===== src/enc_cfg_pkg.sv =====
package enc_cfg_pkg;
	// object indices
	localparam logic [15:0] IDX_EVT_MIRROR = 16'h2200;
	localparam logic [15:0] IDX_SAVE_RST = 16'h2300;
	localparam logic [15:0] IDX_NODE = 16'h3000;
	localparam logic [15:0] IDX_RATE = 16'h3001;
	localparam logic [15:0] IDX_TERM = 16'h3002;
	localparam logic [15:0] IDX_SPD_CTL = 16'h3010;
	localparam logic [15:0] IDX_SPD_VAL = 16'h3011;
	localparam logic [15:0] IDX_ACC_CTL = 16'h3020;
	localparam logic [15:0] IDX_ACC_VAL = 16'h3021;
	localparam logic [15:0] IDX_LEGACY = 16'h3030;
	localparam logic [15:0] IDX_LOADER = 16'h4000;
	localparam logic [15:0] IDX_OP_WORD = 16'h6000;
	// access codes
	localparam logic [31:0] SAVE_CODE = 32'h55aaaa55;
	localparam logic [31:0] UNLOCK_CODE = 32'h47111147;
	localparam logic [31:0] LOADER_CODE = 32'h47111147;
	// reset values, subindex count and range limits
	localparam logic [7:0] NODE_RST = 8'h1f;
	localparam logic [7:0] RATE_RST = 8'h03;
	localparam logic [7:0] SUBCNT_CTL = 8'h02;
	localparam logic [7:0] RATE_MAX = 8'h07;
	localparam logic [7:0] FILT_MAX = 8'h02;
	// loader mode fixed link settings
	localparam logic [7:0] LOADER_NODE = 8'h01;
	localparam logic [9:0] LOADER_KBPS = 10'd125;
	// operating word fields
	localparam int OP_CS_BIT = 0;
	localparam int OP_SFC_BIT = 1;
	// abort codes, zero means success
	localparam logic [31:0] ABT_NONE = 32'h00000000;
	localparam logic [31:0] ABT_WO = 32'h06010001;
	localparam logic [31:0] ABT_RO = 32'h06010002;
	localparam logic [31:0] ABT_NOOBJ = 32'h06020000;
	localparam logic [31:0] ABT_SUB = 32'h06090011;
	localparam logic [31:0] ABT_RANGE = 32'h06090030;
	localparam logic [31:0] ABT_STORE = 32'h08000020;
	localparam logic [31:0] ABT_STATE = 32'h08000022;
	// non-volatile image layout
	localparam int NV_W = 64;
	localparam int NV_NODE = 0;
	localparam int NV_RATE = 8;
	localparam int NV_SPD_EN = 16;
	localparam int NV_SPD_SET = 24;
	localparam int NV_ACC_EN = 32;
	localparam int NV_ACC_SET = 40;
	localparam int NV_OP = 48;
	localparam int NV_TERM = 50;
	localparam int NV_LEGACY = 51;
	// timing
	localparam longint CLK_HZ = 100_000_000;
	localparam longint SPD_DLY0_MS = 5;
	localparam longint SPD_DLY1_MS = 50;
	localparam longint SPD_DLY2_MS = 500;
	localparam longint ACC_DLY0_MS = 40;
	localparam longint ACC_DLY1_MS = 120;
	localparam longint ACC_DLY2_MS = 750;
	localparam int WIN_W = 27;
	// controller states
	typedef enum logic [1:0] {
		CTL_IDLE = 2'b00,
		CTL_STORE = 2'b01,
		CTL_ERASE = 2'b10,
		CTL_RESET = 2'b11
	} ctl_e;
endpackage


===== src/meas_if.sv =====
interface meas_if;
	logic en;
	logic [1:0] setting;
	logic [31:0] sample;
	logic [31:0] result;
	modport meter (input en, input setting, input sample, output result);
	modport ctrl (output en, output setting, output sample, input result);
endinterface


===== src/encoder_config_object_bank.sv =====
// Summary of operation
// RQ1 - object 2200 reads back the shared cyclic timer value, read only
// RQ2 - save code written to 2300 stores parameters, then requests reset
// RQ3 - node number output equals stored value plus one, default 1fh
// RQ4 - bus rate byte 00h..07h decodes to 20..1000 kbit/s
// RQ5 - boolean object drives termination switch, off by default, restored
// RQ6 - speed measurement off until enable subindex written nonzero
// RQ7 - speed filter 0/1/2 gives 5/50/500 ms window
// RQ8 - speed result is signed 32-bit read only, not restored
// RQ9 - acceleration measurement off until enable subindex written nonzero
// RQ10 - acceleration filter 0/1/2 gives 40/120/750 ms window
// RQ11 - acceleration result is signed 32-bit read only
// RQ12 - legacy enable may be set only after unlock code written; a storage restore loads it without the unlock
// RQ13 - loader code written to 4000 erases storage, then requests reset
// RQ14 - loader mode uses node 1 and 125 kbit/s
// RQ15 - loader mode hides objects and stops encoder behaviour
// RQ16 - operating word selects counting direction
// RQ17 - scaling bit selects scaled or raw position
// RQ18 - direction bit is bit 0, 1 means counter-clockwise increasing
// RQ19 - scaling bit 0 disables, 1 enables scaling
// RQ20 - out-of-range rate or filter writes abort, value unchanged
module encoder_config_object_bank #(
	parameter int unsigned SPD_WIN0 = int'(enc_cfg_pkg::SPD_DLY0_MS * enc_cfg_pkg::CLK_HZ / 1000),
	parameter int unsigned SPD_WIN1 = int'(enc_cfg_pkg::SPD_DLY1_MS * enc_cfg_pkg::CLK_HZ / 1000),
	parameter int unsigned SPD_WIN2 = int'(enc_cfg_pkg::SPD_DLY2_MS * enc_cfg_pkg::CLK_HZ / 1000),
	parameter int unsigned ACC_WIN0 = int'(enc_cfg_pkg::ACC_DLY0_MS * enc_cfg_pkg::CLK_HZ / 1000),
	parameter int unsigned ACC_WIN1 = int'(enc_cfg_pkg::ACC_DLY1_MS * enc_cfg_pkg::CLK_HZ / 1000),
	parameter int unsigned ACC_WIN2 = int'(enc_cfg_pkg::ACC_DLY2_MS * enc_cfg_pkg::CLK_HZ / 1000)
) (
	// clock and reset
	input wire logic clk,
	input wire logic rst_b,
	// object access request
	input wire logic req,
	input wire logic req_wr,
	input wire logic [15:0] req_index,
	input wire logic [7:0] req_sub,
	input wire logic [31:0] req_wdata,
	// object access answer
	output logic rsp_valid,
	output logic [31:0] rsp_rdata,
	output logic [31:0] rsp_abort,
	// shared values from the rest of the device
	input wire logic [15:0] cyc_time,
	input wire logic [31:0] pos_count,
	input wire logic loader_boot,
	// non-volatile storage
	input wire logic nv_load,
	input wire logic [enc_cfg_pkg::NV_W-1:0] nv_image_in,
	output logic [enc_cfg_pkg::NV_W-1:0] nv_image_out,
	output logic nv_store_req,
	output logic nv_erase_req,
	input wire logic nv_done,
	output logic reset_req,
	// settings to the device
	output logic [7:0] node_id,
	output logic [9:0] bus_rate_kbps,
	output logic term_on,
	output logic legacy_mode_enable,
	output logic count_ccw,
	output logic scaling_enable_bit,
	output logic encoder_run,
	output logic [31:0] speed_result,
	output logic [31:0] accel_result
);
	typedef struct packed {
		enc_cfg_pkg::ctl_e st;
		logic init;
		logic loader;
		logic unlock;
		logic [7:0] node;
		logic [7:0] rate;
		logic [7:0] spd_en;
		logic [7:0] spd_set;
		logic [7:0] acc_en;
		logic [7:0] acc_set;
		logic term;
		logic legacy;
		logic [1:0] op;
		logic rsp_v;
		logic [31:0] rdata;
		logic [31:0] abort;
	} bank_s;
	bank_s s_q;
	bank_s s_d;
	logic wr_ok;
	logic sub0;

	meas_if spd ();
	meas_if acc ();

	// rate byte to kbit/s
	function automatic logic [9:0] rate_kbps(input logic [7:0] code);
		case (code)
			8'h00: rate_kbps = 10'd20;
			8'h01: rate_kbps = 10'd50;
			8'h02: rate_kbps = 10'd100;
			8'h03: rate_kbps = 10'd125;
			8'h04: rate_kbps = 10'd250;
			8'h05: rate_kbps = 10'd500;
			8'h06: rate_kbps = 10'd800;
			8'h07: rate_kbps = 10'd1000;
			default: rate_kbps = 10'd125;
		endcase
	endfunction

	assign sub0 = (req_sub == 8'h00);

	// request decode, storage sequencing and restore
	always_comb
	begin
		s_d = s_q;
		s_d.rsp_v = 1'b0;
		wr_ok = 1'b0;
		if (!s_q.init)
		begin
			s_d.init = 1'b1;
			s_d.loader = loader_boot; // RQ14
		end
		if (nv_load && !s_q.loader && s_q.st == enc_cfg_pkg::CTL_IDLE)
		begin
			s_d.node = nv_image_in[enc_cfg_pkg::NV_NODE +: 8];
			s_d.rate = nv_image_in[enc_cfg_pkg::NV_RATE +: 8];
			s_d.spd_en = nv_image_in[enc_cfg_pkg::NV_SPD_EN +: 8];
			s_d.spd_set = nv_image_in[enc_cfg_pkg::NV_SPD_SET +: 8];
			s_d.acc_en = nv_image_in[enc_cfg_pkg::NV_ACC_EN +: 8];
			s_d.acc_set = nv_image_in[enc_cfg_pkg::NV_ACC_SET +: 8];
			s_d.op = nv_image_in[enc_cfg_pkg::NV_OP +: 2];
			s_d.term = nv_image_in[enc_cfg_pkg::NV_TERM]; // RQ5
			s_d.legacy = nv_image_in[enc_cfg_pkg::NV_LEGACY];
		end
		// storage sequence: store or erase, then hold reset request
		case (s_q.st)
			enc_cfg_pkg::CTL_IDLE: ;
			enc_cfg_pkg::CTL_STORE,
			enc_cfg_pkg::CTL_ERASE:
			begin
				if (nv_done)
					s_d.st = enc_cfg_pkg::CTL_RESET; // RQ2 RQ13
			end
			enc_cfg_pkg::CTL_RESET: ;
			default: s_d.st = enc_cfg_pkg::CTL_IDLE;
		endcase
		if (req)
		begin
			s_d.rsp_v = 1'b1;
			s_d.rdata = 32'h0;
			s_d.abort = enc_cfg_pkg::ABT_NONE;
			if (s_q.loader)
				s_d.abort = enc_cfg_pkg::ABT_NOOBJ; // RQ15
			else if (s_q.st != enc_cfg_pkg::CTL_IDLE)
				s_d.abort = enc_cfg_pkg::ABT_STATE;
			else
			begin
				case (req_index)
					enc_cfg_pkg::IDX_EVT_MIRROR:
					begin
						if (!sub0)
							s_d.abort = enc_cfg_pkg::ABT_SUB;
						else if (req_wr)
							s_d.abort = enc_cfg_pkg::ABT_RO;
						else
							s_d.rdata = {16'h0, cyc_time}; // RQ1
					end
					enc_cfg_pkg::IDX_SAVE_RST:
					begin
						if (!sub0)
							s_d.abort = enc_cfg_pkg::ABT_SUB;
						else if (!req_wr)
							s_d.abort = enc_cfg_pkg::ABT_WO;
						else if (req_wdata == enc_cfg_pkg::SAVE_CODE)
							s_d.st = enc_cfg_pkg::CTL_STORE; // RQ2
						else
							s_d.abort = enc_cfg_pkg::ABT_STORE;
					end
					enc_cfg_pkg::IDX_NODE:
					begin
						if (!sub0)
							s_d.abort = enc_cfg_pkg::ABT_SUB;
						else if (req_wr)
							s_d.node = req_wdata[7:0];
						else
							s_d.rdata = {24'h0, s_q.node};
					end
					enc_cfg_pkg::IDX_RATE:
					begin
						if (!sub0)
							s_d.abort = enc_cfg_pkg::ABT_SUB;
						else if (!req_wr)
							s_d.rdata = {24'h0, s_q.rate};
						else if (req_wdata > {24'h0, enc_cfg_pkg::RATE_MAX})
							s_d.abort = enc_cfg_pkg::ABT_RANGE; // RQ20
						else
							s_d.rate = req_wdata[7:0];
					end
					enc_cfg_pkg::IDX_TERM:
					begin
						if (!sub0)
							s_d.abort = enc_cfg_pkg::ABT_SUB;
						else if (!req_wr)
							s_d.rdata = {31'h0, s_q.term};
						else if (req_wdata > 32'h1)
							s_d.abort = enc_cfg_pkg::ABT_RANGE;
						else
							s_d.term = req_wdata[0]; // RQ5
					end
					enc_cfg_pkg::IDX_SPD_CTL,
					enc_cfg_pkg::IDX_ACC_CTL:
					begin
						wr_ok = req_wr && req_sub != 8'h00;
						if (req_sub > 8'h02)
							s_d.abort = enc_cfg_pkg::ABT_SUB;
						else if (sub0 && req_wr)
							s_d.abort = enc_cfg_pkg::ABT_RO;
						else if (!req_wr)
						begin
							case ({req_index == enc_cfg_pkg::IDX_ACC_CTL, req_sub[1:0]})
								3'b001: s_d.rdata = {24'h0, s_q.spd_en};
								3'b010: s_d.rdata = {24'h0, s_q.spd_set};
								3'b101: s_d.rdata = {24'h0, s_q.acc_en};
								3'b110: s_d.rdata = {24'h0, s_q.acc_set};
								default: s_d.rdata = {24'h0, enc_cfg_pkg::SUBCNT_CTL};
							endcase
						end
						else if (req_sub == 8'h02 && req_wdata > {24'h0, enc_cfg_pkg::FILT_MAX})
							s_d.abort = enc_cfg_pkg::ABT_RANGE; // RQ20
						else if (wr_ok && req_index == enc_cfg_pkg::IDX_SPD_CTL)
						begin
							if (req_sub == 8'h01)
								s_d.spd_en = req_wdata[7:0]; // RQ6
							else
								s_d.spd_set = req_wdata[7:0]; // RQ7
						end
						else if (wr_ok)
						begin
							if (req_sub == 8'h01)
								s_d.acc_en = req_wdata[7:0]; // RQ9
							else
								s_d.acc_set = req_wdata[7:0]; // RQ10
						end
					end
					enc_cfg_pkg::IDX_SPD_VAL,
					enc_cfg_pkg::IDX_ACC_VAL:
					begin
						if (!sub0)
							s_d.abort = enc_cfg_pkg::ABT_SUB;
						else if (req_wr)
							s_d.abort = enc_cfg_pkg::ABT_RO; // RQ8 RQ11
						else if (req_index == enc_cfg_pkg::IDX_SPD_VAL)
							s_d.rdata = spd.result;
						else
							s_d.rdata = acc.result;
					end
					enc_cfg_pkg::IDX_LEGACY:
					begin
						if (req_sub > 8'h01)
							s_d.abort = enc_cfg_pkg::ABT_SUB;
						else if (!req_wr)
							s_d.rdata = sub0 ? enc_cfg_pkg::UNLOCK_CODE : {31'h0, s_q.legacy};
						else if (sub0)
						begin
							if (req_wdata == enc_cfg_pkg::UNLOCK_CODE)
								s_d.unlock = 1'b1; // RQ12
							else
								s_d.abort = enc_cfg_pkg::ABT_STORE;
						end
						else if (req_wdata > 32'h1)
							s_d.abort = enc_cfg_pkg::ABT_RANGE;
						else if (req_wdata[0] && !s_q.unlock)
							s_d.abort = enc_cfg_pkg::ABT_STATE; // RQ12
						else
							s_d.legacy = req_wdata[0];
					end
					enc_cfg_pkg::IDX_LOADER:
					begin
						if (!sub0)
							s_d.abort = enc_cfg_pkg::ABT_SUB;
						else if (!req_wr)
							s_d.abort = enc_cfg_pkg::ABT_WO;
						else if (req_wdata == enc_cfg_pkg::LOADER_CODE)
							s_d.st = enc_cfg_pkg::CTL_ERASE; // RQ13
						else
							s_d.abort = enc_cfg_pkg::ABT_STORE;
					end
					enc_cfg_pkg::IDX_OP_WORD:
					begin
						if (!sub0)
							s_d.abort = enc_cfg_pkg::ABT_SUB;
						else if (req_wr)
							s_d.op = {req_wdata[enc_cfg_pkg::OP_SFC_BIT],
								req_wdata[enc_cfg_pkg::OP_CS_BIT]}; // RQ16 RQ18 RQ19
						else
							s_d.rdata = {30'h0, s_q.op};
					end
					default: s_d.abort = enc_cfg_pkg::ABT_NOOBJ;
				endcase
			end
		end
	end

	always_ff @(posedge clk or negedge rst_b)
	begin
		if (!rst_b)
		begin
			s_q <= '0;
			s_q.st <= enc_cfg_pkg::CTL_IDLE;
			s_q.node <= enc_cfg_pkg::NODE_RST;
			s_q.rate <= enc_cfg_pkg::RATE_RST;
		end
		else
			s_q <= s_d;
	end

	// measurement channels, halted in loader mode
	assign spd.en = (s_q.spd_en != 8'h00) && !s_q.loader; // RQ6 RQ15
	assign spd.setting = s_q.spd_set[1:0]; // RQ7
	assign spd.sample = pos_count;
	assign acc.en = (s_q.acc_en != 8'h00) && !s_q.loader; // RQ9 RQ15
	assign acc.setting = s_q.acc_set[1:0]; // RQ10
	assign acc.sample = spd.result;

	rate_meter #(.WIN0(SPD_WIN0), .WIN1(SPD_WIN1), .WIN2(SPD_WIN2)) u_speed (
		.clk(clk),
		.rst_b(rst_b),
		.m(spd.meter)
	);

	rate_meter #(.WIN0(ACC_WIN0), .WIN1(ACC_WIN1), .WIN2(ACC_WIN2)) u_accel (
		.clk(clk),
		.rst_b(rst_b),
		.m(acc.meter)
	);

	// outputs
	assign rsp_valid = s_q.rsp_v;
	assign rsp_rdata = s_q.rdata;
	assign rsp_abort = s_q.abort;
	assign nv_store_req = (s_q.st == enc_cfg_pkg::CTL_STORE); // RQ2
	assign nv_erase_req = (s_q.st == enc_cfg_pkg::CTL_ERASE); // RQ13
	assign reset_req = (s_q.st == enc_cfg_pkg::CTL_RESET);
	assign node_id = s_q.loader ? enc_cfg_pkg::LOADER_NODE : s_q.node + 8'h01; // RQ3 RQ14
	assign bus_rate_kbps = s_q.loader ? enc_cfg_pkg::LOADER_KBPS : rate_kbps(s_q.rate); // RQ4 RQ14
	assign term_on = s_q.term;
	assign legacy_mode_enable = s_q.legacy;
	assign count_ccw = s_q.op[0]; // RQ18
	assign scaling_enable_bit = s_q.op[1]; // RQ17
	assign encoder_run = s_q.init && !s_q.loader; // RQ15
	assign speed_result = spd.result;
	assign accel_result = acc.result;
	assign nv_image_out = {12'h0, s_q.legacy, s_q.term, s_q.op, s_q.acc_set, s_q.acc_en,
		s_q.spd_set, s_q.spd_en, s_q.rate, s_q.node};

	// checks
	a_node_plus_one: assert property (@(posedge clk) disable iff (!rst_b)
		req && req_wr && req_index == enc_cfg_pkg::IDX_NODE && sub0 && !s_q.loader
		&& s_q.st == enc_cfg_pkg::CTL_IDLE |=> node_id == $past(req_wdata[7:0]) + 8'h01) // RQ3
		else $error("node id not stored value plus one");
	a_rate_range_abort: assert property (@(posedge clk) disable iff (!rst_b)
		req && req_wr && req_index == enc_cfg_pkg::IDX_RATE && sub0 && req_wdata > 32'h7 && !s_q.loader
		&& s_q.st == enc_cfg_pkg::CTL_IDLE |=> rsp_abort == enc_cfg_pkg::ABT_RANGE && $stable(bus_rate_kbps)) // RQ20
		else $error("bad rate code not refused");
	a_save_starts: assert property (@(posedge clk) disable iff (!rst_b)
		req && req_wr && req_index == enc_cfg_pkg::IDX_SAVE_RST && sub0
		&& req_wdata == enc_cfg_pkg::SAVE_CODE && !s_q.loader
		&& s_q.st == enc_cfg_pkg::CTL_IDLE |=> nv_store_req && !reset_req) // RQ2
		else $error("save code did not start store");
	a_reset_after_nv: assert property (@(posedge clk) disable iff (!rst_b)
		(nv_store_req || nv_erase_req) && nv_done |=> reset_req ##1 reset_req) // RQ2
		else $error("no reset request after storage done");
	a_mirror_read: assert property (@(posedge clk) disable iff (!rst_b)
		req && !req_wr && req_index == enc_cfg_pkg::IDX_EVT_MIRROR && sub0 && !s_q.loader
		&& s_q.st == enc_cfg_pkg::CTL_IDLE |=> rsp_rdata == {16'h0, $past(cyc_time)}) // RQ1
		else $error("mirror read wrong");
	a_legacy_locked: assert property (@(posedge clk) disable iff (!rst_b)
		req && req_wr && req_index == enc_cfg_pkg::IDX_LEGACY && req_sub == 8'h01
		&& req_wdata == 32'h1 && !s_q.unlock && !legacy_mode_enable
		|=> !legacy_mode_enable && rsp_abort != enc_cfg_pkg::ABT_NONE) // RQ12
		else $error("legacy enabled without unlock");
	a_loader_fixed: assert property (@(posedge clk) disable iff (!rst_b)
		s_q.loader |-> node_id == 8'h01 && bus_rate_kbps == 10'd125 && !encoder_run) // RQ14 RQ15
		else $error("loader mode settings wrong");
	a_op_word_bits: assert property (@(posedge clk) disable iff (!rst_b)
		req && req_wr && req_index == enc_cfg_pkg::IDX_OP_WORD && sub0 && !s_q.loader
		&& s_q.st == enc_cfg_pkg::CTL_IDLE
		|=> count_ccw == $past(req_wdata[0]) && scaling_enable_bit == $past(req_wdata[1])) // RQ18 RQ19
		else $error("operating word bits not applied");
	a_answer_next: assert property (@(posedge clk) disable iff (!rst_b)
		req |=> rsp_valid) // RQ20
		else $error("no answer one cycle after request");
	c_save_reset: cover property (@(posedge clk) disable iff (!rst_b) nv_store_req ##[1:20] reset_req);
	c_erase: cover property (@(posedge clk) disable iff (!rst_b) nv_erase_req);
	c_range: cover property (@(posedge clk) disable iff (!rst_b)
		rsp_valid && rsp_abort == enc_cfg_pkg::ABT_RANGE);
	c_legacy_on: cover property (@(posedge clk) disable iff (!rst_b) $rose(legacy_mode_enable));
endmodule // encoder_config_object_bank


===== src/rate_meter.sv =====
module rate_meter #(
	parameter int unsigned WIN0 = 500000,
	parameter int unsigned WIN1 = 5000000,
	parameter int unsigned WIN2 = 50000000
) (
	// clock and reset
	input wire logic clk,
	input wire logic rst_b,
	// control and result
	meas_if.meter m
);
	typedef struct packed {
		logic [enc_cfg_pkg::WIN_W-1:0] cnt;
		logic [31:0] last;
		logic [31:0] res;
	} meter_s;
	meter_s s_q;
	meter_s s_d;
	logic [enc_cfg_pkg::WIN_W-1:0] win_end;

	// window length from filter setting
	always_comb
	begin
		case (m.setting)
			2'd1: win_end = enc_cfg_pkg::WIN_W'(WIN1 - 1);
			2'd2: win_end = enc_cfg_pkg::WIN_W'(WIN2 - 1);
			default: win_end = enc_cfg_pkg::WIN_W'(WIN0 - 1);
		endcase
	end

	// difference of sample over one window
	always_comb
	begin
		s_d = s_q;
		if (!m.en)
		begin
			s_d.cnt = '0;
			s_d.last = m.sample;
			s_d.res = '0;
		end
		else if (s_q.cnt >= win_end)
		begin
			s_d.cnt = '0;
			s_d.last = m.sample;
			s_d.res = m.sample - s_q.last;
		end
		else
		begin
			s_d.cnt = s_q.cnt + 1'b1;
		end
	end

	always_ff @(posedge clk or negedge rst_b)
	begin
		if (!rst_b)
			s_q <= '0;
		else
			s_q <= s_d;
	end

	assign m.result = s_q.res;

	a_meter_off_zero: assert property (@(posedge clk) disable iff (!rst_b)
		!m.en |=> m.result == 32'h0) // RQ6
		else $error("result not zero while measurement disabled");
endmodule // rate_meter


===== config.mk =====
export PLATFORM = sky130hd
export DESIGN_NAME = encoder_config_object_bank
export DESIGN_NICKNAME = d
export VERILOG_FILES = /design/src/enc_cfg_pkg.sv /design/src/meas_if.sv /design/src/encoder_config_object_bank.sv /design/src/rate_meter.sv
export SDC_FILE = /design/constraint.sdc
export NUM_CORES = 1
export LEC_CHECK = 0
export BUFFER_PORTS_ARGS = -buffer_cell sky130_fd_sc_hd__buf_4
export CAP_MARGIN = 20
export CORE_MARGIN = 8
export CORE_UTILIZATION = 50
export CTS_CLUSTER_DIAMETER = 50
export DETAILED_ROUTE_END_ITERATION = 7
export GPL_TIMING_DRIVEN = 0
export MAX_ROUTING_LAYER = met4
export PLACE_DENSITY_LB_ADDON = 0.3
export SETUP_SLACK_MARGIN = 0.2
export SYNTH_ARGS = -nofsm -noshare
export SYNTH_HDL_FRONTEND = slang
export SYNTH_SLANG_ARGS = --single-unit

===== constraint.sdc =====
create_clock -name clk -period 9.65 [get_ports clk]
set_input_delay 0.965 -clock clk [delete_from_list [all_inputs] [get_ports clk]]
set_output_delay 0.965 -clock clk [all_outputs]
set_load 0.005 [all_outputs]

==> metrics.md <==
| Metric | Value |
|---|---|
| Status | finished clean |
| Setup TNS | 0 ps |
| Initial antenna violation count | 2 |
| Synth unique cells | 83 |
| Clk root buf | clkbuf_16 |
| Routed Antenna Nets | 0 |
| Sequential cell area fraction in the yosys report | 36.17% |
| Placer Congestion | 0.9724 |
| Clk slew on worst S/H paths | 50 ps |
| Vias in the first global route | 17.23k |
| Max-Cap Viols | 0 |
| 1st-iter DRT viols | 1,287 |
| Crit path time final | 4385 ps |
| Clock tree from TritonCTS | done |
| R2r setup slk | 5270 ps |
| WL per Instance | 21.06 um |
| Final Core Density | 62.93% |
| Worst skew pair latency | 550 ps |
| # port buffers | 342 |
| Setup violators final | 0 |
| Flop pwr share | 39.6% |
| First-pass GRT wire length | 99,590 um |
| PwrDens | 124.1 nW/um^2 |
| Arrival time at the worst endpoint | 4800 ps |
| Drt drc | 0 |
| Max Clk Rate | 228.1 MHz |
| I/O pin cnt | 394 |
| Die width | 213.0 um |
| Cell Rows | 72 |
| Worst Setup End Kind | flip-flop |
| H-tree depth | 2 |
| Layout cell share with drive strength beyond 1 | 26.80% |
| Layout Skew | 9.650 ps |
| Switch share | 23.36% |
| RSZ-0062 raised after global routing | no |
| Die footprint | 45,350 um^2 |
| HPWL after detailed placement | 52,500 um |
| Max Transition Viols Final | 0 |
| Drt pass-1 iters | 5 |
| Worst R2R Path Depth | 14 |
| Total leakage power | 12.22 nW |
| Switch Pwr | 0.0007020 W |
| P&R area growth vs syn | 24.79% |
| Gate power share | 8.9% |
| Ys flop type | dfrtp_1 |
| TritonCTS buffer count | 39 |
| Int Power | 0.002303 W |
| Setup bufs post-CTS | 0 |
| Seq cells post-synth | 280 |
| Crit path max fanout | 10 |
| Core area | 38,470 um^2 |
| Global route overflow | 0 |
| Max rail drop VDD | 0.1406 mV |
| Async set-reset flop share out of synthesis | 100.0% |
| CTS Sinks | 280 |
| Die span in y | 213.0 um |
| Via/cell ratio | 5.620 |
| Clk pwr share | 51.4% |
| Post-Route WL | 65,760 um |
| Initial core utilization | 50.43% |
| Hold-fix buffers, CTS | 0 |
| Gr usage total | 28.95% |
| Nets | 2,859 |
| R2r endpoint | u_speed.m.result[31]$_DFFE_PN0P_ |
| Post-synth EDFFs | 0 |
| Worst endpoint required time | 10,070 ps |
| Largest net degree at the start of global routing | 125 |
| Mapped cell area | 19,400 um^2 |
| Fill cells | 3,356 |
| Post-synthesis cell count | 2,154 |
| Yosys Warn Count | 0 |
| HP Class | in2async |
| CP Class | reg2reg |
| Area occupied by registers | 7015 um^2 |
| FF-to-FF Start | nv_image_out[24]$_DFF_PN0_ |
| Clock Path Buffers | 3 |
| Fin crit share | 45.44% |
| Mean post-synth cell area | 9.005 um^2 |
| Relative slew slack | 25.34% |
| Vias after detailed routing | 17.55k |
| Final hold violations | 0 |
| Post-cts sizing count | 0 |
| CP Launch Type | flip-flop |
| Multi-input gate area | 10,300 um^2 |
| Slew @ Worst Pin | 1111 ps |
cell type report:
cell class | instances | share of cell area, %
diodes | 3 | 0.03101
flip-flops and latches | 280 | 28.98
clock buffers | 51 | 4.559
plain buffers | 279 | 7.402
clock inverters | 19 | 1.220
inverters | 110 | 1.706
multi-input cells | 1518 | 42.56
repair buffers | 344 | 10.87
well taps | 518 | 2.678
worst max-delay path, cell delays in order (launching register included):
cell and delay [ps]:
dfrtp_1 450, inv_1 70, ha_1 390, inv_1 70
ha_1 290, a21o_1 160, a21o_1 170, a221oi_1 310
o221ai_1 150, a21oi_1 870, clkbuf_1 500, clkbuf_1 520
nor2_1 110, a21oi_1 140, nand3_1 90
worst max path at each step:
| stage | start | endpoint | slack, ps | cells past startpoint |
|---|---|---|---|---|
| 2_1_floorplan | pos_count[6] | u_speed.m.result[29]$_DFFE_PN0P_ | 6420 | 9 |
| 3_3_place_gp | rst_b | u_accel.s_q[76]$_DFF_PN0_ | 5190 | 1 |
| 3_5_place_dp | nv_image_out[24]$_DFF_PN0_ | u_speed.m.result[31]$_DFFE_PN0P_ | 5250 | 14 |
| 4_1_cts | nv_image_out[24]$_DFF_PN0_ | u_speed.m.result[31]$_DFFE_PN0P_ | 5250 | 14 |
| 5_1_grt | nv_image_out[24]$_DFF_PN0_ | u_speed.m.result[31]$_DFFE_PN0P_ | 5020 | 14 |
| 6_report | nv_image_out[24]$_DFF_PN0_ | u_speed.m.result[31]$_DFFE_PN0P_ | 5270 | 14 |
cell usage after synthesis, drive strengths merged, types with 5 or more instances:
library cell / number / area, um^2
dfrtp: 273 / 6832
buf: 211 / 1536
nand2: 187 / 701.9
nor2: 151 / 569.3
a21oi: 125 / 629.4
o21ai: 112 / 560.5
ha: 110 / 1376
inv: 110 / 412.9
mux2i: 78 / 780.8
clkbuf: 68 / 255.2
nand3: 59 / 310.3
a21o: 51 / 382.9
xnor2: 49 / 429.2
mux2: 42 / 473.0
xor2: 42 / 367.9
nor3: 40 / 221.5
and2: 33 / 206.5
o31ai: 30 / 230.2
nand4: 28 / 193.9
and3: 26 / 162.7
o21a: 25 / 187.7
nor4: 21 / 180.2
o2bb2ai: 21 / 183.9
or3: 21 / 137.6
a22o: 20 / 175.2
a22oi: 18 / 135.1
a211oi: 16 / 120.1
nor2b: 14 / 87.58
a31oi: 13 / 81.33
or4: 13 / 105.1
o41ai: 11 / 96.34
a221oi: 10 / 87.58
nand2b: 10 / 62.56
o211ai: 10 / 75.07
o21bai: 10 / 75.07
or2: 9 / 56.30
nand3b: 8 / 60.06
a2111oi: 7 / 61.31
dfstp: 7 / 183.9
a221o: 5 / 50.05
and4: 5 / 43.79
per-stage QoR:
| stage | hold WS [ps] | setup WS (ps) | power, W | std cells | cell area [um^2] |
|---|---|---|---|---|---|
| 6_report | 278.4 | 5265 | 0.003005 | 3122 | 24210 |
| 5_1_grt | 288.4 | 5020 | 0.003106 | 3121 | 24200 |
| 4_1_cts | 271.0 | 5251 | 0.003027 | 3119 | 24200 |
| 3_5_place_dp | 457.7 | 5249 | 0.001475 | 3049 | 22800 |
| 3_3_place_gp | 437.6 | 5193 | 0.001467 | 3047 | 22740 |
| 2_1_floorplan | 423.9 | 6423 | 0.001345 | 2187 | 19520 |
metal layers:
layer	vias to the layer above	global-route usage [%]	part of all wire, %
li1	8326	-	-
met1	8438	36.26	42
met2	634	46.19	46
met3	147	4.550	6.9
met4	0	12.57	4.4
met5	-	-	0
kinds of logic (layout without fill, tap and decap cells):
| logic type | Yosys count | in the layout | share of synthesized area [%] |
|---|---|---|---|
| AO/OA/AOI/OAI | 524 | 524 | 18.05 |
| XOR/XNOR | 91 | 91 | 4.109 |
| adder cells (fa/ha/maj) | 112 | 112 | 7.302 |
| buffers and inverters | 389 | 803 | 11.37 |
| flip-flops | 280 | 280 | 36.17 |
| multiplexers | 120 | 120 | 6.463 |
| other | 2 | 38 | 0.03872 |
| AND/OR/NAND/NOR | 636 | 636 | 16.50 |
sequential cells by signal, indices dropped and copies added, names as in the netlist:
signal / flops
u_speed.s_q: 59
rsp_rdata: 32
term_on: 1
u_accel.s_q: 59
rsp_abort: 8
u_speed.m.result: 32
rsp_valid: 1
count_ccw: 1
nv_image_out: 49
s_q: 5
legacy_mode_enable: 1
u_accel.m.result: 32
placed cells by master (no fill, tap or decap), types with 10 or more instances in the layout:
cell	instances
inv_1	110
or3_1	19
o21ai_0	109
nand2_1	187
and2_1	32
and3_1	26
o31ai_1	29
nor4_1	16
mux2_2	42
a21o_1	51
o41ai_1	11
nand2b_1	10
or4_1	11
a221oi_1	10
buf_4	534
mux2i_1	78
buf_2	10
conb_1	35
a21oi_1	124
clkbuf_16	41
o2bb2ai_1	21
o21a_1	25
o21bai_1	10
nor2_1	150
nand4_1	25
a211oi_1	16
nor2b_1	14
clkbuf_1	74
a22o_1	20
xor2_1	42
xnor2_1	49
dfrtp_1	273
a22oi_1	18
nor3_1	37
a31oi_1	13
nand3_1	56
o211ai_1	10
ha_1	110
power by group through the flow:
stage	combinational [W]	clock [W]	sequential, W
2_1_floorplan	0.000135	0	0.00121
3_3_place_gp	0.000256	0	0.00121
3_5_place_dp	0.000264	0	0.00121
4_1_cts	0.000265	0.00157	0.00119
5_1_grt	0.000294	0.00162	0.00119
6_report	0.000268	0.00155	0.00119
No activity file was read; power rests on OpenSTA's default activity.
